--- config.mk ---
export PLATFORM = sky130hd
export DESIGN_NAME = usl_lines
export DESIGN_NICKNAME = d
export VERILOG_FILES = /design/src/rtl/usl_pkg.sv /design/src/rtl/usl_lines.sv /design/src/rtl/usl_irmod.sv /design/src/rtl/usl_irdemod.sv
export SDC_FILE = /design/constraint.sdc
export NUM_CORES = 1
export LEC_CHECK = 0
export BUFFER_PORTS_ARGS = -buffer_cell sky130_fd_sc_hd__clkbuf_2
export CORE_UTILIZATION = 57
export CTS_CLUSTER_SIZE = 25
export DETAILED_ROUTE_END_ITERATION = 8
export PLACE_DENSITY = 0.89
export REMOVE_ABC_BUFFERS = 1
export SKIP_CTS_REPAIR_TIMING = 1
export SYNTH_ARGS = -nofsm -noshare
export SYNTH_HDL_FRONTEND = slang
export SYNTH_SLANG_ARGS = --single-unit
--- constraint.sdc ---
create_clock -name clk -period 2.3 [get_ports clk]
set_clock_uncertainty 0.2 [all_clocks]
set_input_delay 0.115 -clock clk [delete_from_list [all_inputs] [get_ports clk]]
set_output_delay 0.115 -clock clk [all_outputs]
set_load 0.02 [all_outputs]
--- src/rtl/usl_pkg.sv ---
// Purpose: shared constants and types for the special line mode block
// Assumes: 16-bit register port, 16x oversample tick from the serial engine
// Notes:   register offsets are word indices on the plain register port
package usl_pkg;

   localparam int DW = 16;
   localparam int AW = 4;

   // ----------------------------------------------------------------
   // register offsets and reset values
   // ----------------------------------------------------------------
   localparam logic [AW-1:0] ADDR_CTRL  = 4'h0;
   localparam logic [AW-1:0] ADDR_MODE  = 4'h1;
   localparam logic [AW-1:0] ADDR_STAT  = 4'h2;
   localparam logic [AW-1:0] ADDR_FILT  = 4'h3;
   localparam logic [AW-1:0] ADDR_RATIO = 4'h4;

   localparam logic [DW-1:0] MODE_RST  = 16'h0000;
   localparam logic [7:0]    FILT_RST  = 8'h00;
   localparam logic [10:0]   RATIO_RST = 11'h174;

   // ----------------------------------------------------------------
   // field positions
   // ----------------------------------------------------------------
   localparam int MODE_LINE_LSB  = 0;
   localparam int MODE_CHAN_LSB  = 4;
   localparam int MODE_ITER_LSB  = 6;
   localparam int MODE_NLIM      = 9;
   localparam int MODE_NINH      = 10;
   localparam int MODE_RXEN      = 11;
   localparam int MODE_TXEN      = 12;
   localparam int MODE_STOP2     = 13;
   localparam int CTRL_CLR_RETRY = 0;
   localparam int CTRL_CLR_PAR   = 1;
   localparam int CTRL_CLR_NACK  = 2;

   // ----------------------------------------------------------------
   // encodings and timing
   // ----------------------------------------------------------------
   localparam logic [3:0] LM_BUSDRV  = 4'h1;
   localparam logic [3:0] LM_CARD_T0 = 4'h4;
   localparam logic [3:0] LM_CARD_T1 = 4'h6;
   localparam logic [3:0] LM_IR      = 4'h8;

   typedef enum logic [1:0] {
      CH_NORMAL = 2'b00,
      CH_ECHO   = 2'b01,
      CH_LOCAL  = 2'b10,
      CH_REMOTE = 2'b11
   } usl_chan_t;

   localparam logic [4:0] IR_PULSE_TICKS = 5'h03;
   localparam logic [4:0] BIT_TICKS      = 5'h10;
   localparam logic [2:0] ITER_ZERO      = 3'h0;
   localparam logic [2:0] ITER_FULL      = 3'h7;

   // ----------------------------------------------------------------
   // serial engine status and events
   // ----------------------------------------------------------------
   typedef struct packed {
      logic       tx_bit;
      logic       tx_empty;
      logic       tick;
      logic       bit_start;
      logic       tx_nack;
      logic       tx_ack;
      logic       rx_done;
      logic       rx_par;
      logic [7:0] rx_data;
      logic [7:0] tx_data;
   } usl_eng_t;

   function automatic logic usl_parity(input logic [7:0] d);
      return ^d;
   endfunction

endpackage

--- src/rtl/usl_lines.sv ---
// Purpose: smartcard retry, infrared, bus driver and channel test modes
// Assumes: serial engine on clk supplies bits, ticks and character events
// Notes:   register port reads return data one cycle after the strobe
`timescale 1ns/1ps
`default_nettype none
module usl_lines
   import usl_pkg::*;
#(
   parameter int FW = 8
)
(
   input  wire logic          clk,
   input  wire logic          sys_rst,
   input  wire logic          ce,
   input  wire logic [AW-1:0] reg_addr,
   input  wire logic [DW-1:0] reg_wdata,
   input  wire logic          reg_wr,
   input  wire logic          reg_rd,
   output logic      [DW-1:0] reg_rdata,
   input  wire logic          rxd_pin,
   output logic               txd_pin,
   output logic               rts_pin,
   input  wire usl_eng_t      eng,
   output logic               eng_rx_bit,
   output logic               eng_tx_en,
   output logic               eng_rx_en,
   output logic               tx_repeat,
   output logic               tx_parity_bit,
   output logic               two_stop,
   output logic               rx_accept,
   output logic               rx_reject
);
   // ----------------------------------------------------------------
   // registers and decode
   // ----------------------------------------------------------------
   logic [DW-1:0] mode_register;
   logic [FW-1:0] infrared_filter_value;
   logic [10:0]   clock_ratio_field;
   logic          retry_flag;
   logic          parity_error_flag;
   logic          nack_flag;
   logic [2:0]    iter_cnt;
   logic [2:0]    rx_nack_cnt;
   logic [4:0]    nack_cnt;
   logic          rxd_s1;
   logic          rxd_s2;
   logic          ir_pulse;
   logic          ir_rx;

   wire [3:0]      line_mode     = mode_register[MODE_LINE_LSB +: 4];
   wire usl_chan_t channel_mode  = usl_chan_t'(mode_register[MODE_CHAN_LSB +: 2]);
   wire [2:0]      max_iter      = mode_register[MODE_ITER_LSB +: 3];
   wire            nack_limit_enable = mode_register[MODE_NLIM];
   wire            nack_inhibit  = mode_register[MODE_NINH];

   wire is_t0     = line_mode == LM_CARD_T0;
   wire is_t1     = line_mode == LM_CARD_T1;
   wire is_card   = is_t0 | is_t1;
   wire is_ir     = line_mode == LM_IR;
   wire is_busdrv = line_mode == LM_BUSDRV;
   wire is_remote = channel_mode == CH_REMOTE;

   wire wr_ctrl  = reg_wr & (reg_addr == ADDR_CTRL);
   wire wr_mode  = reg_wr & (reg_addr == ADDR_MODE);
   wire wr_filt  = reg_wr & (reg_addr == ADDR_FILT);
   wire wr_ratio = reg_wr & (reg_addr == ADDR_RATIO);

   wire clr_retry = wr_ctrl & reg_wdata[CTRL_CLR_RETRY] & is_card;
   wire clr_par   = wr_ctrl & reg_wdata[CTRL_CLR_PAR];
   wire clr_nack  = wr_ctrl & reg_wdata[CTRL_CLR_NACK];

   // ----------------------------------------------------------------
   // transmit repetition
   // ----------------------------------------------------------------
   wire tx_nack_ev   = eng.tx_nack & is_t0 & ~is_remote;
   wire can_repeat   = (max_iter != ITER_ZERO) & (iter_cnt < max_iter);
   wire do_repeat    = tx_nack_ev & can_repeat;
   wire [2:0] iter_inc = iter_cnt + 3'h1;
   wire retry_set_tx = do_repeat & (iter_inc == max_iter);
   wire [2:0] next_iter = eng.tx_ack ? ITER_ZERO :
                          do_repeat  ? iter_inc :
                          tx_nack_ev ? ITER_ZERO : iter_cnt;

   // ----------------------------------------------------------------
   // receive parity and nack limit
   // ----------------------------------------------------------------
   wire rx_ev     = eng.rx_done & is_card & ~is_remote;
   wire par_bad   = usl_parity(eng.rx_data) != eng.rx_par;
   wire limit_hit = nack_limit_enable & (rx_nack_cnt == max_iter);
   wire lim_acc   = is_t0 & par_bad & ~nack_inhibit & limit_hit;
   wire next_acc  = rx_ev & (~par_bad | (is_t0 & nack_inhibit) | lim_acc);
   wire next_rej  = rx_ev & ~next_acc;
   wire send_nack = next_rej & is_t0;
   wire pe_set    = rx_ev & par_bad & ~lim_acc;
   wire ninh_set  = rx_ev & par_bad & is_t0 & nack_inhibit;
   wire retry_set = retry_set_tx | (rx_ev & lim_acc);
   wire [2:0] next_rx_nack = next_acc ? ITER_ZERO :
                             (send_nack && rx_nack_cnt != ITER_FULL) ?
                             rx_nack_cnt + 3'h1 : rx_nack_cnt;
   wire [4:0] next_nack_cnt = send_nack ? BIT_TICKS :
                              (eng.tick && nack_cnt != 5'h00) ? nack_cnt - 5'h01 : nack_cnt;

   // ----------------------------------------------------------------
   // channel routing
   // ----------------------------------------------------------------
   wire tx_line = is_ir ? ir_pulse : (eng.tx_bit & (nack_cnt == 5'h00));
   wire rx_line = is_ir ? ir_rx : rxd_s2;
   logic next_txd;
   logic next_rx;

   always_comb
   begin
      unique case (channel_mode)
         CH_NORMAL:
         begin
            next_txd = tx_line;
            next_rx  = rx_line;
         end
         CH_ECHO:
         begin
            next_txd = rxd_s2;
            next_rx  = rx_line;
         end
         CH_LOCAL:
         begin
            next_txd = 1'b1;
            next_rx  = eng.tx_bit;
         end
         CH_REMOTE:
         begin
            next_txd = rxd_s2;
            next_rx  = 1'b1;
         end
      endcase
   end

   wire [DW-1:0] stat_word = {{(DW-7){1'b0}}, iter_cnt, rts_pin,
                              nack_flag, parity_error_flag, retry_flag};
   wire [DW-1:0] rd_mux =
      (reg_addr == ADDR_MODE)  ? mode_register :
      (reg_addr == ADDR_STAT)  ? stat_word :
      (reg_addr == ADDR_FILT)  ? {{(DW-FW){1'b0}}, infrared_filter_value} :
      (reg_addr == ADDR_RATIO) ? {5'h00, clock_ratio_field} : '0;

   // ----------------------------------------------------------------
   // state
   // ----------------------------------------------------------------
   always_ff @(posedge clk)
   begin
      if (sys_rst)
      begin
         mode_register         <= MODE_RST;
         infrared_filter_value <= FW'(FILT_RST);
         clock_ratio_field     <= RATIO_RST;
         reg_rdata             <= '0;
         rxd_s1                <= 1'b1;
         rxd_s2                <= 1'b1;
      end
      else if (ce)
      begin
         if (wr_mode)
            mode_register <= reg_wdata;
         if (wr_filt)
            infrared_filter_value <= reg_wdata[FW-1:0];
         if (wr_ratio)
            clock_ratio_field <= reg_wdata[10:0];
         reg_rdata <= reg_rd ? rd_mux : '0;
         rxd_s1    <= rxd_pin;
         rxd_s2    <= rxd_s1;
      end
   end

   // set wins over a clear in the same cycle
   always_ff @(posedge clk)
   begin
      if (sys_rst)
      begin
         retry_flag        <= 1'b0;
         parity_error_flag <= 1'b0;
         nack_flag         <= 1'b0;
         iter_cnt          <= ITER_ZERO;
         rx_nack_cnt       <= ITER_ZERO;
         nack_cnt          <= 5'h00;
      end
      else if (ce)
      begin
         retry_flag        <= retry_set | (retry_flag & ~clr_retry);
         parity_error_flag <= pe_set | (parity_error_flag & ~clr_par);
         nack_flag         <= ninh_set | (nack_flag & ~clr_nack);
         iter_cnt          <= next_iter;
         rx_nack_cnt       <= next_rx_nack;
         nack_cnt          <= next_nack_cnt;
      end
   end

   always_ff @(posedge clk)
   begin
      if (sys_rst)
      begin
         txd_pin       <= 1'b1;
         rts_pin       <= 1'b0;
         eng_rx_bit    <= 1'b1;
         eng_tx_en     <= 1'b0;
         eng_rx_en     <= 1'b0;
         tx_repeat     <= 1'b0;
         tx_parity_bit <= 1'b0;
         two_stop      <= 1'b0;
         rx_accept     <= 1'b0;
         rx_reject     <= 1'b0;
      end
      else if (ce)
      begin
         txd_pin       <= next_txd;
         rts_pin       <= is_busdrv & ~eng.tx_empty;
         eng_rx_bit    <= next_rx;
         eng_tx_en     <= mode_register[MODE_TXEN] & ~is_remote;
         eng_rx_en     <= mode_register[MODE_RXEN] & ~is_remote;
         tx_repeat     <= do_repeat;
         tx_parity_bit <= usl_parity(eng.tx_data);
         two_stop      <= mode_register[MODE_STOP2] & ~is_t1;
         rx_accept     <= next_acc;
         rx_reject     <= next_rej;
      end
   end

   // ----------------------------------------------------------------
   // infrared path
   // ----------------------------------------------------------------
   usl_irmod u_mod (
      .clk       (clk),
      .sys_rst   (sys_rst),
      .ce        (ce),
      .enable    (is_ir),
      .tick      (eng.tick),
      .bit_start (eng.bit_start),
      .bit_val   (eng.tx_bit),
      .pulse     (ir_pulse)
   );

   usl_irdemod #(.FW(FW)) u_demod (
      .clk     (clk),
      .sys_rst (sys_rst),
      .ce      (ce),
      .enable  (is_ir),
      .tick    (eng.tick),
      .rx      (rxd_s2),
      .filt    (infrared_filter_value),
      .rx_out  (ir_rx)
   );
endmodule
`default_nettype wire

--- src/rtl/usl_irmod.sv ---
// Purpose: infrared return-to-zero-inverted pulse modulator
// Assumes: tick is the 16x oversample strobe, bit_start marks each bit
// Notes:   pulse is active high, idle low
`timescale 1ns/1ps
`default_nettype none
module usl_irmod
   import usl_pkg::*;
(
   input  wire logic clk,
   input  wire logic sys_rst,
   input  wire logic ce,
   input  wire logic enable,
   input  wire logic tick,
   input  wire logic bit_start,
   input  wire logic bit_val,
   output logic      pulse
);
   logic [4:0] cnt;
   logic [4:0] next_cnt;
   wire        load = enable & bit_start & ~bit_val;

   assign next_cnt = load ? IR_PULSE_TICKS :
                     (tick && cnt != 5'h00) ? cnt - 5'h01 : cnt;

   always_ff @(posedge clk)
   begin
      if (sys_rst)
      begin
         cnt   <= 5'h00;
         pulse <= 1'b0;
      end
      else if (ce)
      begin
         cnt   <= next_cnt;
         pulse <= next_cnt != 5'h00;
      end
   end
endmodule
`default_nettype wire

--- src/rtl/usl_irdemod.sv ---
// Purpose: infrared receive pulse filter and demodulator
// Assumes: rx is already synchronised to clk
// Notes:   a pulse shorter than the filter value is dropped as a glitch
`timescale 1ns/1ps
`default_nettype none
module usl_irdemod
   import usl_pkg::*;
#(
   parameter int FW = 8
)
(
   input  wire logic          clk,
   input  wire logic          sys_rst,
   input  wire logic          ce,
   input  wire logic          enable,
   input  wire logic          tick,
   input  wire logic          rx,
   input  wire logic [FW-1:0] filt,
   output logic               rx_out
);
   logic          rx_d;
   logic          run;
   logic [FW-1:0] cnt;
   logic [4:0]    low_cnt;
   logic [4:0]    next_low;
   wire           fall = rx_d & ~rx;
   wire           rise = ~rx_d & rx;
   wire           expire = run & ~rise & (cnt == '0);

   assign next_low = expire ? BIT_TICKS :
                     (tick && low_cnt != 5'h00) ? low_cnt - 5'h01 : low_cnt;

   always_ff @(posedge clk)
   begin
      if (sys_rst)
      begin
         rx_d    <= 1'b1;
         run     <= 1'b0;
         cnt     <= '0;
         low_cnt <= 5'h00;
         rx_out  <= 1'b1;
      end
      else if (ce)
      begin
         rx_d <= rx;
         if (!enable || rise || expire)
         begin
            run <= 1'b0;
            cnt <= filt;
         end
         else if (fall)
         begin
            run <= 1'b1;
            cnt <= filt;
         end
         else if (run)
            cnt <= cnt - 1'b1;
         low_cnt <= enable ? next_low : 5'h00;
         rx_out  <= !enable || next_low == 5'h00;
      end
   end
endmodule
`default_nettype wire

# Yosys cells after proc, flatten, opt, wreduce, memory -nomap -nowiden
# Cells that the tools add are included.
classes:
  n_reduce_logical: 35
  addsub: 6
  magnitude_cmp: 1
  n_eq_ne: 15
  mux: 26
  bitwise: 63
op_table:
  columns: ["cell", "count"]
  rows:
  - ["$and 1x1->1", 42]
  - ["$mux 5", 7]
  - ["$mux 11", 3]
  - ["$mux 16", 2]
  - ["$mux 8", 3]
  - ["$reduce_bool 5->1", 4]
  - ["$reduce_and 2->1", 8]
  - ["$reduce_xor 8->1", 2]
  - ["$mux 3", 5]
  - ["$sub 5x1->5 const B", 3]
  - ["$not 1->1", 14]
  - ["$eq 4x3->1 const B", 3]
  - ["$logic_not 5->1", 2]
  - ["$reduce_bool 3->1", 3]
  - ["$eq 4x1->1 const B", 2]
  - ["$eq 4x2->1 const B", 2]
  - ["$logic_not 8->1", 1]
  - ["$sub 8x1->8 const B", 1]
  - ["$or 1x1->1", 7]
  - ["$add 3x1->3 const B", 2]
  - ["$eq 3x3->1", 2]
  - ["$pmux 1 s3", 2]
  - ["$reduce_bool 2->1", 3]
  - ["$eq 2x2->1 const B", 2]
  - ["other kinds (12)", 21]
word_totals:
  wordCells: 175
  out_inout_bits: 26
  inputBits: 50
  reg_bits: 99

# Logic depth before layout (Yosys ltp)
logic_depth:
  depth_word: 13
  ltp_mapped: 8
  depth_no_buf: 7

# Modules after synthesis
# Synthesis repeated with hierarchy kept, for this count alone.
unflattened:
  cells_unflattened: 602
  area_unflattened_um2: 5032.3
by_module_without_submodules:
  columns: ["module", "instances", "cells_per_inst", "seq_area_each_um2", "area_per_inst_um2"]
  rows:
  - ["usl_lines", 1, 426, 1541.5, 3585.9]
  - ["usl_irdemod", 1, 132, 320.3, 1064.8]
  - ["usl_irmod", 1, 44, 120.1, 381.6]

# Worst setup path before layout
# No wires, ideal clock.
synth_timing:
  path_kind: "register to register"
  startpoint: "reg u_demod.low_cnt[0]"
  endpoint: "reg u_demod.rx_out"
  path_stages_with_launch: 8
  period_less_slack_ns: 2.056
  slack_ns: 0.244
  path_buffers: 0
  t_arrival_ns: 1.796
  t_required_ns: 2.041
  setup_time_ns: 0.059
  path_cell_list: "dfxtp_1 > inv_1 > ha_1 > or3b_1 > o21ai_2 > nand3_1 > a2111oi_0 > o32a_1"
synth_between:
  elab_chain_len: 6
  elab_cells_between_ends: 7
  cone_classes: "add/sub (1); mux (2); reduce/logical (4)"
synth_lines:
  columns: ["element", "line_no", "source"]
  rows:
  - ["start, declared", "usl_irdemod.sv:24", "logic [4:0] low_cnt;"]
  - ["start signal, assigned", "usl_irdemod.sv:58", "low_cnt <= enable ? next_low : 5'h00;"]
  - ["parallel branches: the longest is 2 deep, another holds $sub 5x1->5", null, null]
  - ["$mux 5 (*)", "usl_irdemod.sv:31", "(tick && low_cnt != 5'h00) ? low_cnt - 5'h01 : low_cnt;"]
  - ["$mux 5 (*)", "usl_irdemod.sv:30", "assign next_low = expire ? BIT_TICKS :"]
  - ["$logic_not 5->1 (*)", "usl_irdemod.sv:59", "rx_out <= !enable || next_low == 5'h00;"]
  - ["$logic_or 1x1->1 (*)", "usl_irdemod.sv:59", null]
  - ["end signal, assigned", "usl_irdemod.sv:41", "rx_out <= 1'b1;"]
  - ["end signal, assigned", "usl_irdemod.sv:59", null]
  - ["end, declared", "usl_irdemod.sv:19", "output logic rx_out"]
# Mark *: on every way between the ends.
# A chain may end at the register's enable or synchronous reset.

# Worst setup path after layout
layout_timing:
  startpoint: "reg mode_register[7]"
  endpoint: "reg retry_flag"
layout_between:
  elab_chain_len: 6
  elab_cells_between_ends: 12
  cone_classes: "order compare (1); eq/ne (2); bitwise (8); reduce/logical (1)"
layout_lines:
  columns: ["element", "line_no", "source"]
  rows:
  - ["start, declared", "usl_lines.sv:36", "logic [DW-1:0] mode_register;"]
  - ["start signal, assigned", "usl_lines.sv:162", "mode_register <= reg_wdata;"]
  - ["$lt 3x3->1 (tied with other cells)", "usl_lines.sv:76", "wire can_repeat = (max_iter != ITER_ZERO) & (iter_cnt < max_iter);"]
  - ["$and 1x1->1, on equally long branches", "usl_lines.sv:76, usl_lines.sv:89", null]
  - ["$and 1x1->1, on equally long branches", "usl_lines.sv:77, usl_lines.sv:90", null]
  - ["$and 1x1->1, on equally long branches", "usl_lines.sv:79, usl_lines.sv:96", null]
  - ["$or 1x1->1 (*)", "usl_lines.sv:96", "wire retry_set = retry_set_tx | (rx_ev & lim_acc);"]
  - ["$or 1x1->1 (*)", "usl_lines.sv:187", "retry_flag <= retry_set | (retry_flag & ~clr_retry);"]
  - ["end signal, assigned", "usl_lines.sv:187", null]
  - ["end, declared", "usl_lines.sv:39", "logic retry_flag;"]
# Mark *: on every way between the ends. The rest lies on a longest branch, timed or not.

==> metrics.txt <==
outcome finished clean; worst setup path class register to register; Clock Tree Root clkbuf_8; clock sink total 99; all-layer global routing usage 0.307; Skew-Pair Late Insertion Delay 0.39 ns; Yosys cell types 73; Die W 95.5 um; max-cap violations 0; Synth Flop Type dfxtp_1; number of synthesized flops with an enable pin 0; final setup fails 0; drt initial violations 383; number of CTS-inserted buffers 9; Cell Area, Synth 0.00498 sq mm; filler instances 616; CTS tree built; Final Cycle Share 0.967; Fin. Hold Viols 0; Reg power frac 0.499; startpoint types register; Worst Max-Slew Pin Slew 0.809 ns; # diodes 0; grt ovf 0; final setup margin 0.0755 ns; top post-synthesis cells by area dfxtp_1, nand2_1, a21oi_1; # nets final 751; Residual DRC 0; clock group share of total power 0.300; placed cell area 0.00545 sq mm; DR pass1 iterations 6; CP endpoint kind register; CTS max path bufs 2; port buffer count 75; layout cell share with drive strength beyond 1 0.196; first-pass GRT wire length 21.7 mm; num rows 33; worst hold slack 0.0244 ns; Avg WL per Cell 17.3 um; Min Clock Period, post-route 2.22 ns; initial antenna violation count 0; Mean Syn Cell Area 8.34 sq um; critical path peak fanout 5; vias in the first global route 4817; die area 0.00911 sq mm; number of warnings issued by yosys 0; RSZ-0062 raised after global routing yes; RD Place Congestion 0.904; Place WS -0.0172 ns; top cell type's share of synthesized area 0.398; post-route cell area 0.00592 sq mm; Reg clk slew, reported paths 0.11 ns; initial core utilization 0.597; largest area contributor in the netlist dfxtp_1; logic gate share of total power 0.200; max-slew violation count 0; leak pwr 2.23 nW; number of synthesized register bits 99; pin count of the biggest net entering global routing 38; PwrDens 622 mW/mm^2; Die H 95.5 um; Net Switching 1.16 mW; switch share 0.314; routed wire length 13.8 mm; CP Data Arrival Time 2.33 ns; Synth Instances 597; HP Class input port to register; dpl hpwl 9.41 mm; Via Count 4997; post-synthesis sequential area ratio 0.398; slew margin rel. 0.460; Power Internal 2.53 mW; Area Growth Syn to Fin 18.9%; asr flop ratio synth 0; H-tree depth 3; core area 0.00834 sq mm; VDD IR max 0.000427 V; Max Clk Rate 450 MHz; critical path required time 2.41 ns; Boundary Pins 76; vias per cell 6.26; antenna viol nets, final 0
[sequential cells by signal (all words and copies together) (netlist names), 3 cells and up]
signal,flops
iter_cnt,3
clock_ratio_field,11
reg_rdata,16
u_demod.low_cnt,5
mode_register,16
rx_nack_cnt,3
infrared_filter_value,8
u_demod.cnt,8
nack_cnt,5
u_mod.cnt,5
[cell families after synthesis]
group,after synthesis,share of synthesized area
flops,99,0.398
simple gates,248,0.254
mux,10,0.0201
buf+inv,54,0.0437
xor+xnor,27,0.0503
fa+ha+maj,13,0.0327
compound gates,146,0.202
[worst max-delay path: stages (launching register included)]
cell	delay, ns
dfxtp_1	0.45
inv_1	0.10
ha_1	0.29
nor2b_1	0.12
o21ai_0	0.25
nand3_1	0.16
o41a_1	0.43
o22ai_1	0.14
[synthesized netlist by cell type (3+ instances only)]
cell,instances
nor3b_1,3
mux2i_1,10
buf_1,4
or3_1,4
o41a_1,3
clkbuf_1,22
nand2_1,102
xnor2_1,19
xor2_1,7
a2bb2oi_1,6
nor4b_1,4
a211oi_1,6
nor4_1,6
a222oi_1,10
ha_1,13
nor2_1,45
inv_1,21
nand3_1,29
a21oi_1,44
buf_2,6
a21o_1,3
a22oi_1,10
nand2b_1,6
o21ai_0,26
o31ai_1,3
nor3_1,12
nor2b_1,4
o22ai_1,5
a21boi_0,3
a31o_2,3
and4b_1,3
or4_1,3
dfxtp_1,99
[routing by layer]
| metal | track usage | up-vias | wire (um) |
|---|---|---|---|
| met5 | 0 | - | 0 |
| met3 | 0.0742 | 44 | 1180 |
| met4 | 0.148 | 0 | 422 |
| met1 | 0.356 | 2364 | 5410 |
| met2 | 0.530 | 259 | 6810 |
| li1 | - | 2330 | - |
[power groups by stage]
| stage | Sequential (mW) | Combinational (mW) | Clock, mW |
|---|---|---|---|
| after floorplan | 1.87 | 0.452 | 0 |
| after global placement | 1.87 | 0.627 | 0 |
| after detailed placement | 1.88 | 0.660 | 0 |
| after CTS | 1.84 | 0.664 | 1.12 |
| after global routing | 1.85 | 0.806 | 1.18 |
| final | 1.84 | 0.739 | 1.11 |
[path summary, 6_finish.rpt]
check	start	endpoint	slack, ns	cells past startpoint
min	eng[23]	eng_rx_bit	0.02	3
max reg2reg	mode_register[7]	retry_flag	0.08	7
min reg2reg	mode_register[14]	mode_register[14]	0.26	2
max	mode_register[7]	retry_flag	0.08	7
[layout make-up]
class | instances | area, sq um | share of cell area
clock inverter | 7 | 71.3 | 0.0120
tap | 105 | 131 | 0.0222
timing repair buffer | 113 | 721 | 0.122
clock buffer | 9 | 124 | 0.0209
sequential | 99 | 1980 | 0.335
inverter | 21 | 78.8 | 0.0133
multi-input combinational | 444 | 2810 | 0.475
[per-stage QoR]
stage	setup TNS [ns]	instances	total power, mW	util
floorplan	0	564	2.32	-
detailed placement	-0.0172	758	2.54	0.654
CTS	-0.0331	774	3.62	0.677
global route	-0.0871	798	3.83	0.710
finish	0	798	3.69	0.710
global placement	0	758	2.50	0.654
[cells in the final DEF, fill, tap and decap left out, drive strengths merged, types with 14 or more instances in the layout]
master / instances
nand3: 30
buf: 14
nor2: 47
xnor2: 19
dlygate4sd3: 24
clkbuf: 84
nand2: 103
dfxtp: 99
a21oi: 45
o21ai: 28
inv: 24
No activity file was read; power rests on OpenSTA's default activity.
